### config.mk
export PLATFORM = sky130hd
export DESIGN_NAME = cods_core
export DESIGN_NICKNAME = d
export VERILOG_FILES = /design/src/cods_pkg.sv /design/src/cods_decoder.sv /design/src/cods_core.sv
export VERILOG_INCLUDE_DIRS = /design/src
export SDC_FILE = /design/constraint.sdc
export NUM_CORES = 1
export LEC_CHECK = 0
export BUFFER_PORTS_ARGS = -buffer_cell sky130_fd_sc_hd__buf_4
export CAP_MARGIN = 20
export CORE_AREA = 2 2 78 80
export CTS_BUF_LIST = sky130_fd_sc_hd__clkbuf_4
export CTS_CLUSTER_SIZE = 12
export DETAILED_ROUTE_END_ITERATION = 8
export DIE_AREA = 0 0 80 82
export HOLD_SLACK_MARGIN = 0.02
export PLACE_DENSITY = 0.88
export SLEW_MARGIN = 20
export SYNTH_ARGS = -nofsm -noshare
export SYNTH_HDL_FRONTEND = slang
export SYNTH_SLANG_ARGS = --single-unit
### constraint.sdc
create_clock -name mclk -period 4.2 [get_ports mclk]
set_input_delay 0.21 -clock mclk [delete_from_list [all_inputs] [get_ports mclk]]
set_output_delay 0.21 -clock mclk [all_outputs]
set_load 0.05 [all_outputs]
### src/cods_cfg.svh
// Constants for the opcode decode subset: opcodes, flag positions, lengths and reset values.
`ifndef CODS_CFG_SVH
`define CODS_CFG_SVH

// Status register bit positions.
`define CODS_STAT_NEG   7
`define CODS_STAT_OVF   6
`define CODS_STAT_ONE   5
`define CODS_STAT_BRK   4
`define CODS_STAT_DEC   3
`define CODS_STAT_IRQD  2
`define CODS_STAT_ZERO  1
`define CODS_STAT_CARRY 0

// Reset values of the architectural state.
`define CODS_STAT_RESET 8'h34
`define CODS_ACC_RESET  8'h00
`define CODS_PC_RESET   16'h0000

// Add-with-carry opcodes, one per addressing mode.
`define CODS_OP_ADC_ABS  8'h6D
`define CODS_OP_ADC_ABSX 8'h7D
`define CODS_OP_ADC_ABSY 8'h79
`define CODS_OP_ADC_IMM  8'h69
`define CODS_OP_ADC_ZP   8'h65
`define CODS_OP_ADC_ZPXI 8'h61
`define CODS_OP_ADC_ZPX  8'h75
`define CODS_OP_ADC_ZPI  8'h72
`define CODS_OP_ADC_ZPIY 8'h71

// Bitwise conjunction opcodes, one per addressing mode.
`define CODS_OP_AND_ABS  8'h2D
`define CODS_OP_AND_ABSX 8'h3D
`define CODS_OP_AND_ABSY 8'h39
`define CODS_OP_AND_IMM  8'h29
`define CODS_OP_AND_ZP   8'h25
`define CODS_OP_AND_ZPXI 8'h21
`define CODS_OP_AND_ZPX  8'h35
`define CODS_OP_AND_ZPI  8'h32
`define CODS_OP_AND_ZPIY 8'h31

// Branch-on-bit-clear opcodes share a low nibble; the high nibble is the bit number.
`define CODS_OP_BBR_LOW  4'hF

// Instruction lengths in bytes.
`define CODS_LEN_ONE   2'h1
`define CODS_LEN_TWO   2'h2
`define CODS_LEN_THREE 2'h3

`endif

### src/cods_pkg.sv
// Types shared by the opcode decode subset.
`default_nettype none
package cods_pkg;

  typedef enum logic [1:0] {
    CODS_CL_NONE = 2'b00,
    CODS_CL_ADC  = 2'b01,
    CODS_CL_AND  = 2'b10,
    CODS_CL_BBR  = 2'b11
  } cods_class_e;

  // One fetched instruction: opcode, memory operand and branch displacement.
  typedef struct packed {
    logic [7:0] opcode;
    logic [7:0] operand;
    logic [7:0] relOffset;
  } cods_insn_s;

  // Decoded form of an opcode.
  typedef struct packed {
    cods_class_e cls;
    logic [2:0]  bitSel;
    logic [1:0]  length;
  } cods_dec_s;

endpackage
`default_nettype wire

### src/cods_decoder.sv
// Opcode classifier: maps an opcode byte to its operation class, test bit and length.
`timescale 1ns/1ps
`default_nettype none
`include "cods_cfg.svh"

module cods_decoder (
  input  wire logic [7:0]         opcode,
  output var cods_pkg::cods_dec_s dec
);

  // Pure lookup; unknown opcodes fall out as class none with length one.
  always_comb begin
    dec.cls    = cods_pkg::CODS_CL_NONE;
    dec.bitSel = 3'h0;
    dec.length = `CODS_LEN_ONE;
    case (opcode)
      `CODS_OP_ADC_ABS, `CODS_OP_ADC_ABSX, `CODS_OP_ADC_ABSY: begin
        dec.cls    = cods_pkg::CODS_CL_ADC;
        dec.length = `CODS_LEN_THREE;
      end
      `CODS_OP_ADC_IMM, `CODS_OP_ADC_ZP, `CODS_OP_ADC_ZPXI, `CODS_OP_ADC_ZPX,
      `CODS_OP_ADC_ZPI, `CODS_OP_ADC_ZPIY: begin
        dec.cls    = cods_pkg::CODS_CL_ADC;
        dec.length = `CODS_LEN_TWO;
      end
      `CODS_OP_AND_ABS, `CODS_OP_AND_ABSX, `CODS_OP_AND_ABSY: begin
        dec.cls    = cods_pkg::CODS_CL_AND;
        dec.length = `CODS_LEN_THREE;
      end
      `CODS_OP_AND_IMM, `CODS_OP_AND_ZP, `CODS_OP_AND_ZPXI, `CODS_OP_AND_ZPX,
      `CODS_OP_AND_ZPI, `CODS_OP_AND_ZPIY: begin
        dec.cls    = cods_pkg::CODS_CL_AND;
        dec.length = `CODS_LEN_TWO;
      end
      default: begin
        // Bit number sits in the high nibble; with bit 7 of the opcode set the opcode is not decoded and stays class none.
        if (opcode[3:0] == `CODS_OP_BBR_LOW && !opcode[7]) begin
          dec.cls    = cods_pkg::CODS_CL_BBR;
          dec.bitSel = opcode[6:4];
          dec.length = `CODS_LEN_THREE;
        end
      end
    endcase
  end

endmodule
`default_nettype wire

### src/cods_core.sv
// Execution core for the add-with-carry, conjunction and branch-on-bit-clear opcodes.
// Function
// - Opcodes 6D, 7D, 79, 69, 65, 61, 75, 72 and 71 add memory and carry into the accumulator and set N, V, Z and C.
// - Opcodes 2D, 3D, 39, 29, 25, 21, 35, 32 and 31 AND memory into the accumulator and set only N and Z.
// - Opcodes 0F to 3F test bits 0 to 3 of a zero-page byte and branch when the bit is clear, flags untouched.
// - Opcodes 4F to 7F test bits 4 to 7 of a zero-page byte and branch when the bit is clear, flags untouched.
// - All state holds for any length of time while the clock is stopped or the enable is low.
`timescale 1ns/1ps
`default_nettype none
`include "cods_cfg.svh"

module cods_core (
  input  wire logic                 mclk,
  input  wire logic                 reset,
  input  wire logic                 clkEn,
  input  wire logic                 insnValid,
  input  wire cods_pkg::cods_insn_s insnIn,
  output logic [7:0]                acc,
  output logic [7:0]                status,
  output logic [15:0]               pc,
  output logic                      done,
  output logic                      branchTaken,
  output logic                      illegal
);

  cods_pkg::cods_dec_s dec;
  logic                accept;
  logic [8:0]          sum;
  logic                testBit;
  logic [15:0]         seqPc;
  logic [15:0]         relExt;
  logic [7:0]          next_acc;
  logic [7:0]          next_status;
  logic [15:0]         next_pc;
  logic                next_done;
  logic                next_branchTaken;
  logic                next_illegal;

  cods_decoder u_decoder (
    .opcode (insnIn.opcode),
    .dec    (dec)
  );

  // Work is only taken while enabled, so a stopped enable behaves like a stopped clock.
  assign accept  = insnValid && clkEn;
  // Nine-bit sum keeps the carry out; binary arithmetic only.
  assign sum     = {1'b0, acc} + {1'b0, insnIn.operand} + {8'h00, status[`CODS_STAT_CARRY]};
  // The bit under test is picked by the decoded bit number, so no mask table is needed.
  assign testBit = insnIn.operand[dec.bitSel];
  assign seqPc   = pc + {14'h0000, dec.length};
  assign relExt  = {{8{insnIn.relOffset[7]}}, insnIn.relOffset};

  // Next-state computation for the architectural registers and the result strobes.
  always_comb begin
    next_acc         = acc;
    next_status      = status;
    next_pc          = pc;
    next_done        = 1'b0;
    next_branchTaken = 1'b0;
    next_illegal     = 1'b0;
    if (accept) begin
      next_done = 1'b1;
      // Every accepted word moves past its own bytes, whatever its class turns out to be.
      next_pc   = seqPc;
      case (dec.cls)
        cods_pkg::CODS_CL_ADC: begin
          next_acc                     = sum[7:0];
          next_status[`CODS_STAT_NEG]  = sum[7];
          next_status[`CODS_STAT_ZERO] = (sum[7:0] == 8'h00);
          next_status[`CODS_STAT_CARRY] = sum[8];
          // Overflow: operands share a sign that the result does not.
          next_status[`CODS_STAT_OVF]  = (acc[7] == insnIn.operand[7]) && (sum[7] != acc[7]);
        end
        cods_pkg::CODS_CL_AND: begin
          next_acc                     = acc & insnIn.operand;
          next_status[`CODS_STAT_NEG]  = acc[7] & insnIn.operand[7];
          next_status[`CODS_STAT_ZERO] = ((acc & insnIn.operand) == 8'h00);
        end
        cods_pkg::CODS_CL_BBR: begin
          // Flags are deliberately left alone; only the program counter moves.
          if (!testBit) begin
            next_pc          = seqPc + relExt;
            next_branchTaken = 1'b1;
          end
        end
        default: begin
          // Opcodes outside this subset are reported and skipped one byte.
          next_illegal = 1'b1;
        end
      endcase
    end else if (!clkEn) begin
      // Frozen: strobes hold too, so nothing changes while the enable is low.
      next_done        = done;
      next_branchTaken = branchTaken;
      next_illegal     = illegal;
    end
    // The constant bit is forced on every path so no write can clear it.
    next_status[`CODS_STAT_ONE] = 1'b1;
  end

  // Plain registers with no refresh or timeout, so the clock may stop indefinitely.
  always_ff @(posedge mclk or posedge reset) begin
    if (reset) begin
      acc         <= `CODS_ACC_RESET;
      status      <= `CODS_STAT_RESET;
      pc          <= `CODS_PC_RESET;
      done        <= 1'b0;
      branchTaken <= 1'b0;
      illegal     <= 1'b0;
    end else begin
      acc         <= next_acc;
      status      <= next_status;
      pc          <= next_pc;
      done        <= next_done;
      branchTaken <= next_branchTaken;
      illegal     <= next_illegal;
    end
  end
endmodule
`default_nettype wire

* After elaboration in Yosys (flattened, before gate mapping)
Cells that the tools add are included.
Operators by class: add/sub/neg operators 4, $mul 0, divide/modulo/power cells 0, order comparisons 1, equal/unequal tests 24, shift-type cells 0, muxes and demuxes 18, bitwise logic cells 2, reductions and logical operators 16
Operators by type and width (count):
- $eq A8 B6 Y1 const B | 9
- $eq A8 B7 Y1 const B | 9
- $mux W16 | 2
- $reduce_or A18 Y1 | 1
- $reduce_or A9 Y1 | 2
- $add A16 B16 Y16 | 1
- $add A16 B2 Y16 | 1
- $logic_not A8 Y1 | 2
- $pmux W8 S2 | 1
- $reduce_or A12 Y1 | 1
- $add A8 B8 Y9 | 1
- $add A9 B1 Y9 | 1
- $and A8 B8 Y8 | 1
- $mux W1 | 8
- $pmux W2 S2 | 2
- $mux W7 | 1
- $reduce_or A6 Y1 | 1
- $eq A2 B2 Y1 const B | 2
- $eq A4 B4 Y1 const B | 1
- $lt A3 B4 Y1 const B | 1
- $pmux W1 S2 | 2
- $reduce_and A2 Y1 | 2
- $reduce_bool A2 Y1 | 2
- $bmux W1 S3 | 1
- other kinds (8) | 10
Storage, ports and cells: bits in registers 31, latch bits 0, RAM bits 0, memory bits (read-only) 0, input bits 28, output and inout bits 35, logic and storage cells 72, memories 0

* Longest topological paths before layout
Gate-level depths: netlist of run 1.
depth after elaboration 9, depth in mapped cells 19, mapped depth without buffers 19

* Modules after synthesis
Synthesis of run 1 repeated with hierarchy kept, for this count alone.
Unflattened totals: cells, all modules 366, area, all modules 3029.2 um^2
Modules (own cells, without submodules):
- cods_core | instances 1, cells an instance 348, area an instance 2907.8 um^2, seq. area each 750.7 um^2
- cods_decoder | instances 1, cells an instance 18, area an instance 121.4 um^2, seq. area each 0.0 um^2

* Worst setup path after synthesis of run 1
No wires, ideal clock.
path kind input port to flip-flop, start input insnIn[19] (netlist bit), end register pc[15], library setup time 140 ps, arrival time 3584 ps, required time 4060 ps, slack 475 ps, stages 18, buffers on the path 0, cell sequence nor2_1 -> and4_1 -> o21ai_0 -> nand2_1 -> ha_1 -> a21oi_1 -> or4_4 -> nor2_8 -> nand3_1 -> xnor2_1 -> ha_1 -> o21a_1 -> o2111ai_1 -> o311ai_0 -> nor4_1 -> and3_1 -> o21ai_2 -> xnor2_1
Between the ends: cells in the longest elaborated chain, start to end 8, elaborated cells between the ends (all ways) 36, classes of those cells add/sub: 2; eq/ne: 20; mux: 8; reduce/logical: 6
RTL lines:
- from (decl) | RTL line cods_core.sv:17 | input wire cods_pkg::cods_insn_s insnIn,
- parallel branches: the longest is 7 deep, another holds $add A16 B2 Y16
- $mux W16 * | RTL line cods_core.sv:65 | case (dec.cls)
- to (signal assigned) | RTL line cods_core.sv:106 | pc <= `CODS_PC_RESET;
- to (signal assigned) | RTL line cods_core.sv:113 | pc <= next_pc;
- to (decl) | RTL line cods_core.sv:20 | output logic [15:0] pc,
Mark *: on every way between the ends. The select of a mux whose other input is x is not followed. A chain may end at the register's enable or synchronous reset.

* Worst setup path after layout of run 1
start input insnIn[20] (netlist bit), end register pc[15]
Between the ends: cells in the longest elaborated chain, start to end 7, elaborated cells between the ends (all ways) 34, classes of those cells add/sub: 2; eq/ne: 19; mux: 8; reduce/logical: 5
RTL lines:
- $eq A8 B7 Y1 / $eq A8 B6 Y1 (equally long branches) | RTL line cods_decoder.sv:16 | case (opcode)
- $reduce_or A12 Y1 (no line), or another cell as far along
- $pmux W2 S2 / $mux W3 (equally long branches) | RTL line cods_decoder.sv:16
- $add A16 B2 Y16 / $bmux W1 S3 (equally long branches) | RTL line cods_core.sv:50, cods_core.sv:49
- $add A16 B16 Y16 / $mux W1 (equally long branches) | RTL line cods_core.sv:82, cods_core.sv:49
- $mux W16 | RTL line cods_core.sv:81 | if (!testBit) begin
- $mux W16 * | RTL line cods_core.sv:65
Mark *: on every way between the ends. The rest lies on a longest branch, timed or not. The select of a mux whose other input is x is not followed.

==> run summary, run 1 <==
Status - complete, no violations
First-pass GRT wire length - 13640 um
Hold Crit Depth - 2
Worst endpoint data arrival time - 4040 ps
Detailed Place HPWL - 6237 um
Hold_ws - 93.99 ps
M3 GR Usage - 4.396%
Setup CP Type - input pin to flip-flop
Total power - 1.873 mW
WP data required - 4440 ps
Synth cell count leaders - nand2_1, ha_1, dfrtp_1, a21oi_1, nor2_1
Met2 Resource Use GR - 47.50%
Overflow after GRT - 0
Multi-input gate area - 2260 um2
Remaining DRCs - 0
Site Rows - 28
Critical Path End Type - flip-flop
Final cell count without fillers - 516
Hold EP - illegal$_DFFE_PP0P_
Post-synthesis cell count - 385
Height of the die - 82 um
Die width - 80 um
CP Max Fanout - 6
Crit path max-delay cell type - or4_4
Total track usage - 26.28%
Post-Syn Area - 3203 um2
RSZ-0062 raised after global routing - no
Setup WS post-layout - 396.0 ps
Place WS - 85.77 ps
Routed Antenna Nets - 0
Worst-skew pair later-pin latency - 340 ps
WL/cell - 15.60 um
Flop2flop setup slack - 520 ps
Largest area contributor in the netlist - dfrtp_1
Distinct cells, synth - 65
RePlAce Congestion - 0.9387
Worst r2r path cells - 15
H-tree depth - 2
Worst slew margin - 44.37%
GR peak layer - met2
Via/cell ratio - 5.746
Hold path start - clkEn
Post-synth top area share - 23.44%
Die footprint - 6560 um2
Initial core utilization - 55.75%
Worst-path clk slew - 100 ps
Post-Route Utilization - 64.72%
Share of layout cells above drive strength 1 - 21.32%
Worst Hold Class - input pin to flip-flop
Pwr/cell area - 503.8 nW/um2
Area Growth Syn to Fin - 16.09%
Design Area, Final - 3719 um2
Crit-path cells - buf_4 -> and4_1 -> o21ai_0 -> nand2_1 -> ha_1 -> a21oi_1 -> or4_4 -> nor2_8 -> nand3_1 -> xnor2_1 -> ha_1 -> o21a_1 -> o2111ai_1 -> o311ai_0 -> nor4_1 -> and3_1 -> o21ai_2 -> xnor2_1
Synth area leaders - dfrtp_1, ha_1, xnor2_1, a21oi_1, nand2_1
Core box area - 5746 um2
CP startpoint - insnIn[20]
Pre-antenna DRT Iters - 4
TritonCTS clock tree - built
CP max stage delay - 590 ps
Min cycle time layout - 3804 ps
Maximum vdd drop - 458.1 uV
Max Fclk - 0.2629 GHz
Reg2reg end - pc[15]$_DFFE_PP0P_
Via count - 2965
Cts bufs inserted - 5
Final worst-path cycle share - 90.57%
DR iter-0 viols - 231
Register area - 750.7 um2
WL final - 8048 um
Number of global-route vias before repair - 3008
# setup viols final - 0
Final Hold Viols - 0
EDFF count, synth - 0
Worst-case clock buffer depth - 2
Syn_area_per_cell - 8.320 um2
FILL cells - 491
Dominant synthesized flop cell - dfrtp_1
Area after DPL - 3656 um2
Seq cells post-synth - 30
Slew Limit Fails - 0
Final clock skew - 11.77 ps
FFs w/ async S/R, synth - 100.0%
Leak Pwr - 1.755 nW
Clock sink count - 30
Largest net degree at the start of global routing - 31
Nets@finish - 505
Yosys warns - 0
Inserted Diodes - 0
Ports - 63
Port buffer count - 58
Worst Tran Pin Value - 834.5 ps
Reg2reg start - pc[0]$_DFFE_PP0P_
Max capacitance violation total - 0
GRT met1 Usage - 31.76%
CTS resizes - 0
CP startpoint kind - input pin
Top-count cell post-synth - nand2_1
Post-synthesis sequential area ratio - 23.44%
Root buffer cell - clkbuf_4
Total negative slack - 0 ps
Placed cell count - 508
Initial antenna violation count - 0
## what timing repair did
| item | CTS | global route |
|---|---|---|
| hold endpoints to repair | 30 | 0 |
| hold buffers | 1 | 0 |
| setup buffers | 0 | 0 |
| setup endpoints to repair | 0 | 0 |
## state kept, by name, indices dropped and copies added (netlist names)
signal	flops
acc	8
pc	16
illegal	1
status	3
done	1
branchTaken	1
## power breakdown
group          total [mW]  switching, mW  leakage, nW  internal [mW]
combinational        1.24          0.778         1.34          0.462
clock               0.185          0.109       0.0322         0.0760
sequential          0.449         0.0880        0.385          0.361
## placed cells by master (no fill, tap or decap), drive strengths merged, types with 3 or more instances in the layout
| master | instances |
|---|---|
| a31o | 3 |
| xnor2 | 20 |
| dfrtp | 30 |
| a211oi | 4 |
| buf | 61 |
| nor3b | 4 |
| nor2 | 29 |
| nor2b | 6 |
| nor3 | 3 |
| a31oi | 3 |
| and2 | 5 |
| and3 | 6 |
| nand3 | 11 |
| mux2i | 6 |
| o31ai | 5 |
| conb | 4 |
| clkbuf | 7 |
| nand2 | 37 |
| a21boi | 4 |
| xor2 | 10 |
| inv | 25 |
| a21o | 6 |
| o22ai | 5 |
| o21ai | 36 |
| or2 | 5 |
| o211ai | 4 |
| a21oi | 35 |
| fa | 4 |
| ha | 32 |
## critical path, delay by kind of cell
family                     cells  cell delay, ps
AOI/OAI and AO/OA              6            1000
buffers and inverters          1             130
xor gates and xnor gates       2             390
and+or+nand+nor                7            1710
adders and majority gates      2             580
## kinds of logic (layout without fill, tap and decap cells)
kind of cell	count (synthesis)	in the layout	share of synthesized area [%]
muxes	9	9	3.281
DFF	30	30	23.44
and+or+nand+nor	119	119	19.65
xor gates and xnor gates	30	30	8.203
other	2	4	0.2345
buffers and inverters	40	94	6.250
AOI/OAI and AO/OA	119	119	23.95
adders and majority gates	36	36	15.00
## routing by layer
layer  up-vias  share of wire (%)
met5         -                  0
met4         0                1.2
met3        14                4.5
met2        75                 50
met1      1391                 44
li1       1485                  -
## worst max path at each step
stage | to | slack, ps | cells after the start
floorplan | pc[15]$_DFFE_PP0P_ | 480 | 18
global placement | pc[15]$_DFFE_PP0P_ | 240 | 18
detailed placement | pc[15]$_DFFE_PP0P_ | 90 | 18
CTS | pc[15]$_DFFE_PP0P_ | 440 | 18
global route | pc[15]$_DFFE_PP0P_ | 70 | 18
finish | pc[15]$_DFFE_PP0P_ | 400 | 18
## cell type report
cell class / count / area share (%)
Multi-Input combinational cell: 317 / 60.77
Sequential cell: 30 / 20.19
Timing Repair Buffer: 62 / 12.58
Inverter: 25 / 2.524
Tap cell: 75 / 2.524
Clock buffer: 7 / 1.413
(Power assumes the default switching activity.)
==> inputs of run 2 (changes only) <==
--- a/config.mk
+++ b/config.mk
@@ -8,11 +8,11 @@
 export LEC_CHECK = 0
 export BUFFER_PORTS_ARGS = -buffer_cell sky130_fd_sc_hd__buf_4
 export CAP_MARGIN = 20
-export CORE_AREA = 2 2 78 80
+export CORE_AREA = 2 2 60 104
 export CTS_BUF_LIST = sky130_fd_sc_hd__clkbuf_4
 export CTS_CLUSTER_SIZE = 12
 export DETAILED_ROUTE_END_ITERATION = 8
-export DIE_AREA = 0 0 80 82
+export DIE_AREA = 0 0 62 106
 export HOLD_SLACK_MARGIN = 0.02
 export PLACE_DENSITY = 0.88
 export SLEW_MARGIN = 20
==> run 2 against run 1 <==
  * Clock power decreased by 3%
  * Clock-buffer cell count decreased by 1
  * Maximum frequency increased by 1.5%
  * Wire length increased by 5.5%
  * Sequential power about the same
  * Via count increased by 7.5%
==> run summary, run 2 (same netlist as run 1, synthesis figures left out) <==
Die footprint - 6572 um2
FILL cells - 476
Via/cell ratio - 6.057
Switching Fraction - 52.37%
Hold path start - clkEn
Crit-path cells - buf_4 -> and4_1 -> o21ai_0 -> nand2_1 -> ha_1 -> a21oi_1 -> or4_4 -> nor2_8 -> nand3_1 -> xnor2_1 -> ha_1 -> o21a_1 -> o2111ai_1 -> o311ai_0 -> nor4_1 -> and3_1 -> o21ai_2 -> xnor2_1
Final clock skew - 14.50 ps
Worst endpoint data arrival time - 3990 ps
Nets@finish - 511
Total negative slack - 0 ps
WL met3 - 377 um
Critical Path End Type - flip-flop
Final Hold Viols - 0
Setup CP Type - input pin to flip-flop
Most frequent cells in the layout - buf_4, nand2_1, ha_1, dfrtp_1, a21oi_1
Total track usage - 28.36%
Worst slew margin - 41.01%
Routed length on met1 - 2936 um
Clock share of power - 9.5%
First-pass GRT wire length - 14350 um
Max capacitance violation total - 0
CP Max Fanout - 6
Status - complete, no violations
# setup viols final - 0
Maximum vdd drop - 494.4 uV
TritonCTS clock tree - built
Uppermost layer routed - met4
Overflow after GRT - 0
Worst-case clock buffer depth - 2
Worst Hold Class - input pin to flip-flop
Inserted Diodes - 0
Cts bufs inserted - 5
CP startpoint - insnIn[20]
Crit path max-delay cell type - or4_4
Switching power - 987.7 uW
Commonest non-fill, non-tap cell in the layout - buf_4
Logic pwr share - 66.8%
Worst-skew pair later-pin latency - 340 ps
CP startpoint kind - input pin
Pwr/cell area - 500.5 nW/um2
Routed Antenna Nets - 0
Number of global-route vias before repair - 3290
Hold_ws - 79.20 ps
Share of layout cells above drive strength 1 - 22.32%
Core box area - 5787 um2
Pint - 898.4 uW
Worst Tran Pin Value - 884.9 ps
CTS resizes - 0
Root buffer cell - clkbuf_4
Port buffer count - 58
Reg2reg start - pc[1]$_DFFE_PP0P_
CP max stage delay - 590 ps
Top reg by flops - pc
Initial core utilization - 55.35%
Top flop regs - pc x16, acc x8, status x3
Max Fclk - 0.2669 GHz
WL/cell - 16.14 um
Final worst-path cycle share - 89.20%
RePlAce Congestion - 0.8920
Clock sink count - 30
Detail Route met2 WL - 4667 um
Largest net degree at the start of global routing - 31
Height of the die - 106 um
Leak Pwr - 1.785 nW
Slew Limit Fails - 0
WP data required - 4440 ps
WL final - 8492 um
Sequential power share - 23.7%
Area Growth Syn to Fin - 17.66%
Remaining DRCs - 0
DR iter-0 viols - 119
Ports - 63
Via count - 3186
Initial antenna violation count - 0
Die width - 62 um
H-tree depth - 2
RSZ-0062 raised after global routing - no
Detailed Place HPWL - 6637 um
Worst-path clk slew - 110 ps
Site Rows - 37
Max reg flops - 16
Min cycle time layout - 3746 ps
Pre-antenna DRT Iters - 6
## run 2: worst paths after layout
check	slack (ps)	endpoint	cells after the start
setup / recovery	450	pc[15]$_DFFE_PP0P_	18
hold / removal	80	branchTaken$_DFFE_PP0P_	2
setup reg to reg	590	pc[15]$_DFFE_PP0P_	14
hold reg to reg	490	pc[15]$_DFFE_PP0P_	1
max in group asynchronous	3380	pc[2]$_DFFE_PP0P_	4
min in group asynchronous	510	branchTaken$_DFFE_PP0P_	4
## run 2: worst max-delay path: cells and delay by family
family	cells	cell delay, ps
xor+xnor	2	370
buf+inv	1	130
fa+ha+maj	2	590
simple gates	7	1690
compound gates	6	980
## run 2: what timing repair did
action / CTS / global route
hold buffers: 1 / 0
endpoints found under the hold margin: 30 / 0
setup buffers: 0 / 0
## run 2: through the flow
step / cell area, um2 / setup slack (ps) / cells / power [mW] / util, %
global placement: 3705 / 273.7 / 517 / 1.651 / 64.02
detailed placement: 3705 / 99.02 / 517 / 1.695 / 64.02
floorplan: 3211 / 475.5 / 387 / 1.358 / -
global route: 3769 / 120.4 / 526 / 2.026 / 65.12
finish: 3769 / 453.5 / 526 / 1.886 / 65.12
CTS: 3769 / 446.1 / 526 / 1.877 / 65.12
## run 2: area by class of cell
class                           instances  area, um2  share of cell area, %
Tap cell                               78      97.59                  2.590
Inverter                               25      93.84                  2.490
Sequential cell                        30      750.7                  19.92
Clock buffer                            6      45.04                  1.195
Timing Repair Buffer                   68      513.0                  13.61
Clock inverter                          2      8.758                 0.2324
Multi-Input combinational cell        317       2260                  59.96
## run 2: power groups by stage
stage	Combinational [mW]	Sequential (mW)	Clock, mW
2_1_floorplan	0.668	0.691	0
3_3_place_gp	1.20	0.451	0
3_5_place_dp	1.24	0.452	0
4_1_cts	1.25	0.447	0.182
5_1_grt	1.37	0.456	0.199
6_report	1.26	0.448	0.179
## run 2: routing by layer
metal	GRT usage (%)	vias to the layer above
li1	-	1497
met1	29.05	1517
met2	50.30	130
met3	3.285	42
met4	18.09	0
met5	0	-
